## src/design/pdvsc_defs.vh

```
/*
  Constants for the power domain and voltage scaling controller.
  Assumes it is included by bare name from the design files.
*/
`ifndef PDVSC_DEFS_VH
`define PDVSC_DEFS_VH

`define PDVSC_MODE_W 3
`define PDVSC_MODE_ACTIVE 3'h0
`define PDVSC_MODE_SLEEP 3'h1
`define PDVSC_MODE_DEEP_SLEEP 3'h2
`define PDVSC_MODE_STOP 3'h3
`define PDVSC_MODE_HIBERNATE 3'h4

`define PDVSC_SCALE_W 2
`define PDVSC_SCALE_LOW 2'h0
`define PDVSC_SCALE_MID 2'h1
`define PDVSC_SCALE_FULL 2'h2

`define PDVSC_MID_MAX_MHZ 40
`define PDVSC_AUX_N 3
`define PDVSC_AUX_W 4

`define PDVSC_PWR_ACTIVE 1'h1
`define PDVSC_PWR_RESET 1'h0

`endif

```

## src/design/pdvsc_aux_gate.v

```verilog
/*
  Decides the power of the auxiliary low-power domains from the mode class
  and the per-domain peripheral enable requests.
  Assumes the mode class inputs are decoded combinationally by the caller from an energy mode on its clock.
*/
`timescale 1ns/1ps
`default_nettype none

module pdvsc_aux_gate #(
  parameter AUX_N = 3
) (
  input wire low_class,
  input wire hib_class,
  input wire [AUX_N-1:0] aux_req,
  input wire shared_req,
  output wire [AUX_N-1:0] aux_on,
  output wire shared_on
);

  assign aux_on = (low_class && !hib_class) ? aux_req : {AUX_N{1'b0}};

  assign shared_on = low_class && !hib_class && (shared_req || (|aux_on));

endmodule // pdvsc_aux_gate

`default_nettype wire

```

## src/design/pdvsc_ctrl.v

```verilog
/*
  Power domain and voltage scaling controller: turns the energy mode and the
  peripheral enable requests into domain power controls and a target scale.
  Assumes energy mode, requests and scale selections come from logic on clk;
  they are therefore not synchronised.
*/
// What this block does
// - Always-on domain stays powered in every mode.
// - Hibernate powers down all low-power domains.
// - Base low domain on in modes zero-three.
// - Deep sleep/stop: powered aux when peripheral enabled.
// - Deep sleep/stop: unused aux domain powered down.
// - Shared aux on when any other aux on.
// - Active domain on in active and sleep.
// - Active domain off in deeper modes.
// - Unassigned peripherals belong to active domain.
// - Domain switching is automatic, no software steps.
// - Two independent voltage scale selections held.
// - Active/sleep selection resets to full scale.
// - Mid scale allowed, core at most 40MHz.
// - Low scale selectable for deep sleep/stop.
// - Target scale follows selection of new mode.
`timescale 1ns/1ps
`default_nettype none
`include "pdvsc_defs.vh"

module pdvsc_ctrl #(
  parameter AUX_N = `PDVSC_AUX_N
) (
  input wire clk,
  input wire rst_b,
  input wire [`PDVSC_MODE_W-1:0] energy_mode,
  input wire [AUX_N-1:0] aux_req,
  input wire shared_req,
  input wire active_periph_req,
  input wire [`PDVSC_SCALE_W-1:0] run_scale_sel,
  input wire run_scale_wr,
  input wire [`PDVSC_SCALE_W-1:0] low_scale_sel,
  input wire low_scale_wr,
  output reg always_on_domain_r,
  output reg base_low_domain_r,
  output reg [AUX_N-1:0] aux_domain_r,
  output reg shared_aux_domain_r,
  output reg active_domain_r,
  output reg active_periph_on_r,
  output reg [`PDVSC_SCALE_W-1:0] target_scale_r,
  output wire [`PDVSC_SCALE_W-1:0] run_scale_r_out,
  output wire [`PDVSC_SCALE_W-1:0] low_scale_r_out,
  output reg mode_change_r
);

  reg [`PDVSC_SCALE_W-1:0] run_scale_r;
  reg [`PDVSC_SCALE_W-1:0] low_scale_r;
  reg [`PDVSC_MODE_W-1:0] last_mode_r;
  wire run_class;
  wire low_class;
  wire hib_class;
  wire [AUX_N-1:0] aux_nxt;
  wire shared_nxt;
  reg [`PDVSC_SCALE_W-1:0] target_nxt;

  function legal_scale;
    input [`PDVSC_SCALE_W-1:0] s;
    begin
      legal_scale = (s == `PDVSC_SCALE_LOW) || (s == `PDVSC_SCALE_MID) ||
                    (s == `PDVSC_SCALE_FULL);
    end
  endfunction

  // Unknown mode codes are treated as hibernate, the safest state.
  assign run_class = (energy_mode == `PDVSC_MODE_ACTIVE) ||
                     (energy_mode == `PDVSC_MODE_SLEEP);
  assign low_class = (energy_mode == `PDVSC_MODE_DEEP_SLEEP) ||
                     (energy_mode == `PDVSC_MODE_STOP);
  assign hib_class = !run_class && !low_class;

  pdvsc_aux_gate #(
    .AUX_N(AUX_N)
  ) u_aux_gate (
    .low_class(low_class),
    .hib_class(hib_class),
    .aux_req(aux_req),
    .shared_req(shared_req),
    .aux_on(aux_nxt),
    .shared_on(shared_nxt)
  );

  always @*
  begin
    if (run_class)
    begin
      target_nxt = run_scale_r;
    end
    else if (low_class)
    begin
      target_nxt = low_scale_r;
    end
    else
    begin
      target_nxt = low_scale_r;
    end
  end

  assign run_scale_r_out = run_scale_r;
  assign low_scale_r_out = low_scale_r;

  always @(posedge clk)
  begin
    if (!rst_b)
    begin
      run_scale_r <= `PDVSC_SCALE_FULL;
      low_scale_r <= `PDVSC_SCALE_LOW;
    end
    else
    begin
      if (run_scale_wr && legal_scale(run_scale_sel))
      begin
        run_scale_r <= run_scale_sel;
      end
      if (low_scale_wr && legal_scale(low_scale_sel))
      begin
        low_scale_r <= low_scale_sel;
      end
    end
  end

  always @(posedge clk)
  begin
    if (!rst_b)
    begin
      always_on_domain_r <= `PDVSC_PWR_ACTIVE;
      base_low_domain_r <= `PDVSC_PWR_ACTIVE;
      aux_domain_r <= {AUX_N{1'b0}};
      shared_aux_domain_r <= `PDVSC_PWR_RESET;
      active_domain_r <= `PDVSC_PWR_ACTIVE;
      active_periph_on_r <= `PDVSC_PWR_RESET;
      target_scale_r <= `PDVSC_SCALE_FULL;
      last_mode_r <= `PDVSC_MODE_ACTIVE;
      mode_change_r <= 1'b0;
    end
    else
    begin
      always_on_domain_r <= `PDVSC_PWR_ACTIVE;
      base_low_domain_r <= !hib_class;
      aux_domain_r <= aux_nxt;
      shared_aux_domain_r <= shared_nxt;
      active_domain_r <= run_class;
      active_periph_on_r <= run_class && active_periph_req;
      target_scale_r <= target_nxt;
      last_mode_r <= energy_mode;
      mode_change_r <= (energy_mode != last_mode_r);
    end
  end

endmodule // pdvsc_ctrl

`default_nettype wire

```

## config.mk

```make
export PLATFORM = sky130hd
export DESIGN_NAME = pdvsc_ctrl
export DESIGN_NICKNAME = d
export VERILOG_FILES = /design/src/design/pdvsc_aux_gate.v /design/src/design/pdvsc_ctrl.v
export VERILOG_INCLUDE_DIRS = /design/src /design/src/design
export SDC_FILE = /design/constraint.sdc
export NUM_CORES = 1
export LEC_CHECK = 0
export ABC_CLOCK_PERIOD_IN_PS = 2500
export BUFFER_PORTS_ARGS = -buffer_cell sky130_fd_sc_hd__clkbuf_2
export CORE_UTILIZATION = 44
export CTS_CLUSTER_SIZE = 20
export DETAILED_ROUTE_END_ITERATION = 8
export GPL_TIMING_DRIVEN = 1
export PLACE_DENSITY = 0.79
export SYNTH_ARGS = -nofsm -noshare
export SYNTH_HDL_FRONTEND = slang
export SYNTH_SLANG_ARGS = --single-unit
```

## constraint.sdc

```tcl
create_clock -name clk -period 2.5 [get_ports clk]
set_input_delay 0 -clock clk [delete_from_list [all_inputs] [get_ports clk]]
set_output_delay 0 -clock clk [all_outputs]
set_load 0.02 [all_outputs]
```

==> results by group, run 1 <==
Drt
  – Starting DRT DRC Count: 6
  – DRT Pass-1 Iters: 4
  – Final ANT Viol Nets: 0
  – Drt wl/cell: 11.1 um
  – DRC viols: 0
  – WL final: 1190 um
  – Via count: 516
  – DR vias/cell: 4.82

Timing
  – Final min period: 0.960 ns
  – Final worst-path cycle share: 0.384
  – WHS: 0.00617 ns
  – Fin Setup TNS: 0 ns
  – Fin Clk Skew: 0.000218 ns
  – Final setup fails: 0
  – Final count of pins violating max slew: 0
  – Final worst slack: 1.54 ns
  – Unrepaired setup endpoints after global routing: no
  – Final count of hold timing violations: 0
  – Fmax: 1.04 GHz

Floorplan
  – Die X: 38.1 um
  – Initial Util: 0.495
  – Site Rows: 12
  – Die height: 38.1 um
  – I/O pin count: 31
  – Core Region: 1160 um2
  – Die area: 1450 um2

Place
  – GP Congestion: 0.679
  – DPL Wire Length: 799 um
  – Dpl ws: 1.68 ns
  – Placed Area: 711 um2
  – Placed cells: 96
  – IO Port Bufs: 29

Logic synthesis
  – Sequential-to-total area share from yosys stat: 0.595
  – Post-synth top area cell: dfxtp_1
  – Syn Std Cell Area: 572 um2
  – Syn Nets: 72
  – Top post-synthesis cells by area: dfxtp_1 60%, o221a_2 5.9%, and2_1 5.5%
  – Synth Register Bits: 17
  – Warnings, synthesis: 0
  – Synthesized area per cell: 10.2 um2
  – Mapped Cells: 56
  – Netlist cell types: 19
  – Top-area cell type share of the netlist area: 0.595

Global routing
  – All-layer global routing usage: 0.195
  – Met1 usage: 0.195
  – GR Layer Usage met3: 0.0349
  – Vias in the first global route: 452
  – Largest net degree at the start of global routing: 13
  – Global-route wire length before repair: 1840 um
  – Met2 Track Usage GR: 0.356
  – GRT overflow: 0
  – GRT busiest layer: met2
  – Initial antenna violation count: 0

Pwr
  – Power Density: 622 nW/um2
  – Total power: 0.502 mW
  – Peak VDD IR: 310 uV
  – Pleak: 0.414 nW

Run status
  – Status: finished clean

Layout
  – Fillers: 89
  – Layout cells sized above 1: 0.376
  – Final Non-Filler Cells: 107
  – Most frequent cells in the layout: 29 x clkbuf_2, 17 x dfxtp_1, 7 x dlygate4sd3_1
  – Most common cell after layout, fill and taps aside: clkbuf_2
  – Core Util, Final: 0.698
  – # diodes: 0
  – Synth-to-Final Area Change: 41.1%
  – # nets final: 110
  – Final instance area: 807 um2

Clock tree
  – CTS tree: built
  – Root Buffer: clkbuf_4
  – Inserted Clock Buffers: 3
  – Clock-pin slew on the worst setup and hold paths: 0.09 ns
  – # clock sinks: 17
  – Post-cts sizing count: 0
  – Maximum clock path buffer count: 2
  – Postcts setup bufs: 0
  – Worst-Skew Late Latency: 0.27 ns
  – Total number of H-tree levels: 1

Setup path
  – CP Capture Type: flip-flop
  – Critical path arrival: 1.13 ns
  – Crit path max fanout: 6
  – Critical Path RT: 2.67 ns
  – Crit path launch type: primary input
  – Crit path kind: primary input to flip-flop

Min path
  – Path category of the worst min-delay check: primary input to flip-flop

Job
  – Max-cap violations: 0
## synth_stat cells, drive strengths merged
master and n:
nor4 1, o21ai 4, o31a 1, nor2 5, nor3 1, conb 1
nand3 1, xor2 3, a21oi 1, dfxtp 17, and2 5, buf 3
and3 1, o221a 3, nand2 3, inv 5, a21boi 1
## layer usage
metal	vias up	wire (um)
li1	259	-
met1	232	464
met2	23	649
met3	2	60
met4	0	14
met5	-	0
## sequential cells by signal, indices dropped and copies added, names as in the netlist
register,count
active_periph_on_r,1
shared_aux_domain_r,1
aux_domain_r,3
target_scale_r,2
mode_change_r,1
run_scale_r_out,2
last_mode_r,3
base_low_domain_r,1
low_scale_r_out,2
active_domain_r,1
## path summary, 6_finish.rpt
path                      startpoint                  to  slack, ns  cells past startpoint
setup reg to reg      last_mode_r[1]       mode_change_r       1.66                      2
hold / removal      run_scale_sel[1]  run_scale_r_out[1]      0.006                      3
setup / recovery      energy_mode[1]       mode_change_r       1.54                      4
hold reg to reg   run_scale_r_out[0]   target_scale_r[0]       0.48                      2
## what timing repair did
action                                 4_1_cts  5_1_grt
hold buffers                                 7        0
setup endpoints to repair                    0        0
endpoints found under the hold margin        7        0
## cell type report
type / count / area (um2) / area share
multi-input cells: 31 / 189 / 0.234
clock buffers: 4 / 26.3 / 0.0326
inverters: 5 / 18.8 / 0.0233
well taps: 14 / 17.5 / 0.0217
flip-flops and latches: 17 / 340 / 0.422
repair buffers: 36 / 215 / 0.267
## cells by family (layout without fill, tap and decap cells)
kind of cell,Yosys count,in the layout,synth area share
simple gates,17,17,0.147
other cells,1,1,0.00656
xor+xnor,3,3,0.0460
buf+inv,8,45,0.0744
flops,17,17,0.595
compound gates,10,10,0.131
## worst max-delay path: stages
cell,delay (ns)
dlygate4sd3_1,0.53
clkbuf_2,0.15
xor2_1,0.17
o31a_1,0.29
## report_power, final
| group | internal [mW] | total (mW) | switching (mW) |
|---|---|---|---|
| logic | 0.0335 | 0.0737 | 0.0402 |
| registers | 0.285 | 0.291 | 0.00594 |
| clock network | 0.0619 | 0.138 | 0.0757 |
Power figures use the tool's default switching activity.
==> run 2: changes to the inputs <==
--- a/config.mk
+++ b/config.mk
@@ -6,13 +6,13 @@
 export SDC_FILE = /design/constraint.sdc
 export NUM_CORES = 1
 export LEC_CHECK = 0
-export ABC_CLOCK_PERIOD_IN_PS = 2500
+export ABC_CLOCK_PERIOD_IN_PS = 890
 export BUFFER_PORTS_ARGS = -buffer_cell sky130_fd_sc_hd__clkbuf_2
-export CORE_UTILIZATION = 44
+export CORE_UTILIZATION = 41
 export CTS_CLUSTER_SIZE = 20
 export DETAILED_ROUTE_END_ITERATION = 8
 export GPL_TIMING_DRIVEN = 1
-export PLACE_DENSITY = 0.79
+export PLACE_DENSITY = 0.74
 export SYNTH_ARGS = -nofsm -noshare
 export SYNTH_HDL_FRONTEND = slang
 export SYNTH_SLANG_ARGS = --single-unit
==> constraint.sdc (replaced) <==
create_clock -name clk -period 0.89 [get_ports clk]
set_input_delay 0 -clock clk [delete_from_list [all_inputs] [get_ports clk]]
set_output_delay 0 -clock clk [all_outputs]
set_load 0.02 [all_outputs]
==> run 2 against run 1 <==
- the run now ends with setup timing left
- routed wire length grew 5.5%
- largest power group unchanged
- cell count up 2.8%
- clock skew grew 0.0010 ns
- largest cell class unchanged
- hold slack better by 0.0035 ns
==> results by group, run 2 (synthesis gave the netlist of run 1 again) <==
Layout
  – Synth-to-Final Area Change: 46.2%
  – # diodes: 0 (unchanged)
  – Final instance area: 836 um2 (+3.6%)
  – Layout cells sized above 1: 0.389 (+0.0131)
  – Most common cell after layout, fill and taps aside: clkbuf_2
  – # nets final: 112 (+1.8%)
  – Most frequent cells in the layout: 28 x clkbuf_2, 17 x dfxtp_1, 9 x dlygate4sd3_1
  – Top Registers: aux_domain_r: 3 flops, last_mode_r: 3 flops
  – Fillers: 119 (+34%)

Setup path
  – Crit path kind: primary input to flip-flop
  – Crit path max fanout: 2 (-4)
  – Slowest-stage cell, CP: dlygate4sd3_1
  – Critical Path RT: 1.06 ns (-1.61 ns)
  – CP Cell Sequence: dlygate4sd3_1 > clkbuf_2 > nor4_2 > nor3_1
  – Crit path launch type: primary input
  – Critical path arrival: 1.07 ns (-0.06 ns)
  – Slowest stage delay, CP: 0.54 ns (about the same)
  – CP Capture Type: flip-flop

Drt
  – DRT Pass-1 Iters: 3 (-1)
  – DRC viols: 0 (unchanged)
  – Final ANT Viol Nets: 0 (unchanged)
  – DR vias/cell: 4.61 (-4.4%)
  – Drt wl/cell: 11.4 um (+2.6%)
  – Via count: 507 (-1.7%)
  – WL final: 1250 um (+5.5%)
  – Starting DRT DRC Count: 7 (+1)

Timing
  – Fin Setup TNS: -0.00653 ns (-0.00653 ns)
  – Final count of hold timing violations: 0 (unchanged)
  – Final setup fails: 1 (+1)
  – Final count of pins violating max slew: 0 (unchanged)
  – Final min period: 0.897 ns
  – Final worst-path cycle share: 1.01
  – Fmax: 1.12 GHz
  – Fin Clk Skew: 0.00123 ns (+0.00101 ns)
  – Final worst slack: -0.00653 ns (-1.55 ns)

Pwr
  – Pleak: 0.426 nW (+2.9%)
  – Reg power frac: 0.572 (-0.007)
  – Clock Power Share: 0.275 (about the same)
  – Sw Pwr: 0.360 mW (+200%)
  – Internal power: 1.07 mW (+180%)
  – Power Density: 1710 nW/um2 (+170%)
  – Logic pwr share: 0.153 (+0.006)
  – Sw frac: 0.252 (+0.00924)
  – Peak VDD IR: 1020 uV (+230%)

Floorplan
  – Core Region: 1300 um2 (+13%)
  – Die height: 39.3 um (+3.4%)
  – Site Rows: 13 (+1)
  – I/O pin count: 31 (unchanged)
  – Initial Util: 0.439 (-0.0552)
  – Die area: 1550 um2 (+6.9%)
  – Die X: 39.3 um (+3.4%)

Min path
  – Path category of the worst min-delay check: primary input to flip-flop

Job
  – Max-cap violations: 0 (unchanged)

Global routing
  – Vias in the first global route: 482 (+6.6%)
  – Largest net degree at the start of global routing: 13 (unchanged)
  – GRT overflow: 0 (unchanged)
  – Initial antenna violation count: 0 (unchanged)
  – Global-route wire length before repair: 1830 um (-0.38%)
  – All-layer global routing usage: 0.182 (-0.0127)

Clock tree
  – Postcts setup bufs: 0 (unchanged)
  – Total number of H-tree levels: 1 (unchanged)
  – Root Buffer: clkbuf_4
  – Clock-pin slew on the worst setup and hold paths: 0.09 ns (about the same)
  – # clock sinks: 17 (unchanged)
  – Inserted Clock Buffers: 3 (unchanged)
  – Worst-Skew Late Latency: 0.28 ns (about the same)
  – Maximum clock path buffer count: 2 (unchanged)
  – CTS tree: built

Place
  – DPL Wire Length: 767 um (-4.0%)
  – IO Port Bufs: 29 (unchanged)
  – Placed Area: 712 um2 (+0.18%)
  – GP Congestion: 0.656 (-3.4%)

Run status
  – Status: finished with violations
  – Failing checks: setup timing
[run 2: cell type report]
type	count	area, um2	area share
clock buffer	3	22.5	0.0269
clock inverter	1	5.00	0.00599
inverter	5	18.8	0.0225
multi-input combinational	31	195	0.234
sequential	17	340	0.407
tap	15	18.8	0.0225
timing repair buffer	38	235	0.281
[run 2: metal layers]
layer | vias to the layer above | track usage | wire [um]
li1 | 261 | - | -
met1 | 229 | 0.166 | 550
met2 | 17 | 0.350 | 638
met3 | 0 | 0.0682 | 65
met4 | 0 | 0.0776 | 0
met5 | - | 0 | 0
[run 2: per-stage QoR]
stage / power (mW) / utilization / hold slack, ns / worst slack, ns / instances
floorplan: 0.942 / - / 0.100 / 0.0850 / 56
global placement: 1.01 / 0.547 / 0.216 / 0.0750 / 97
detailed placement: 1.02 / 0.547 / 0.220 / 0.0635 / 97
CTS: 1.43 / 0.638 / 0.000770 / 0.0457 / 110
global route: 1.50 / 0.642 / 0.00433 / -0.0222 / 110
finish: 1.43 / 0.642 / 0.00965 / -0.00653 / 110
[run 2: power by group through the flow]
stage | Sequential [mW] | Clock, mW | Combinational, mW
finish | 0.816 | 0.393 | 0.218
global route | 0.820 | 0.437 | 0.241
CTS | 0.816 | 0.405 | 0.213
detailed placement | 0.834 | 0 | 0.182
global placement | 0.833 | 0 | 0.177
floorplan | 0.873 | 0 | 0.0697
[run 2: worst paths after layout]
kind / start / end / slack, ns / cells after the start
min reg2reg: run_scale_r_out[0] / target_scale_r[0] / 0.48 / 2
max reg2reg: last_mode_r[1] / mode_change_r / 0.05 / 2
min: run_scale_sel[0] / run_scale_r_out[0] / 0.01 / 2
max: aux_req[1] / shared_aux_domain_r / -0.007 / 4
[run 2: critical path: cells and delay by family]
kind	cells	cell delay (ns)
buffers and inverters	2	0.66
and+or+nand+nor	2	0.40
[run 2: repair_timing]
item / in CTS / in global routing
endpoints found under the setup margin: 0 / 2
hold buffers: 9 / 0
gates resized for setup: 0 / 2
endpoints found under the hold margin: 8 / 0
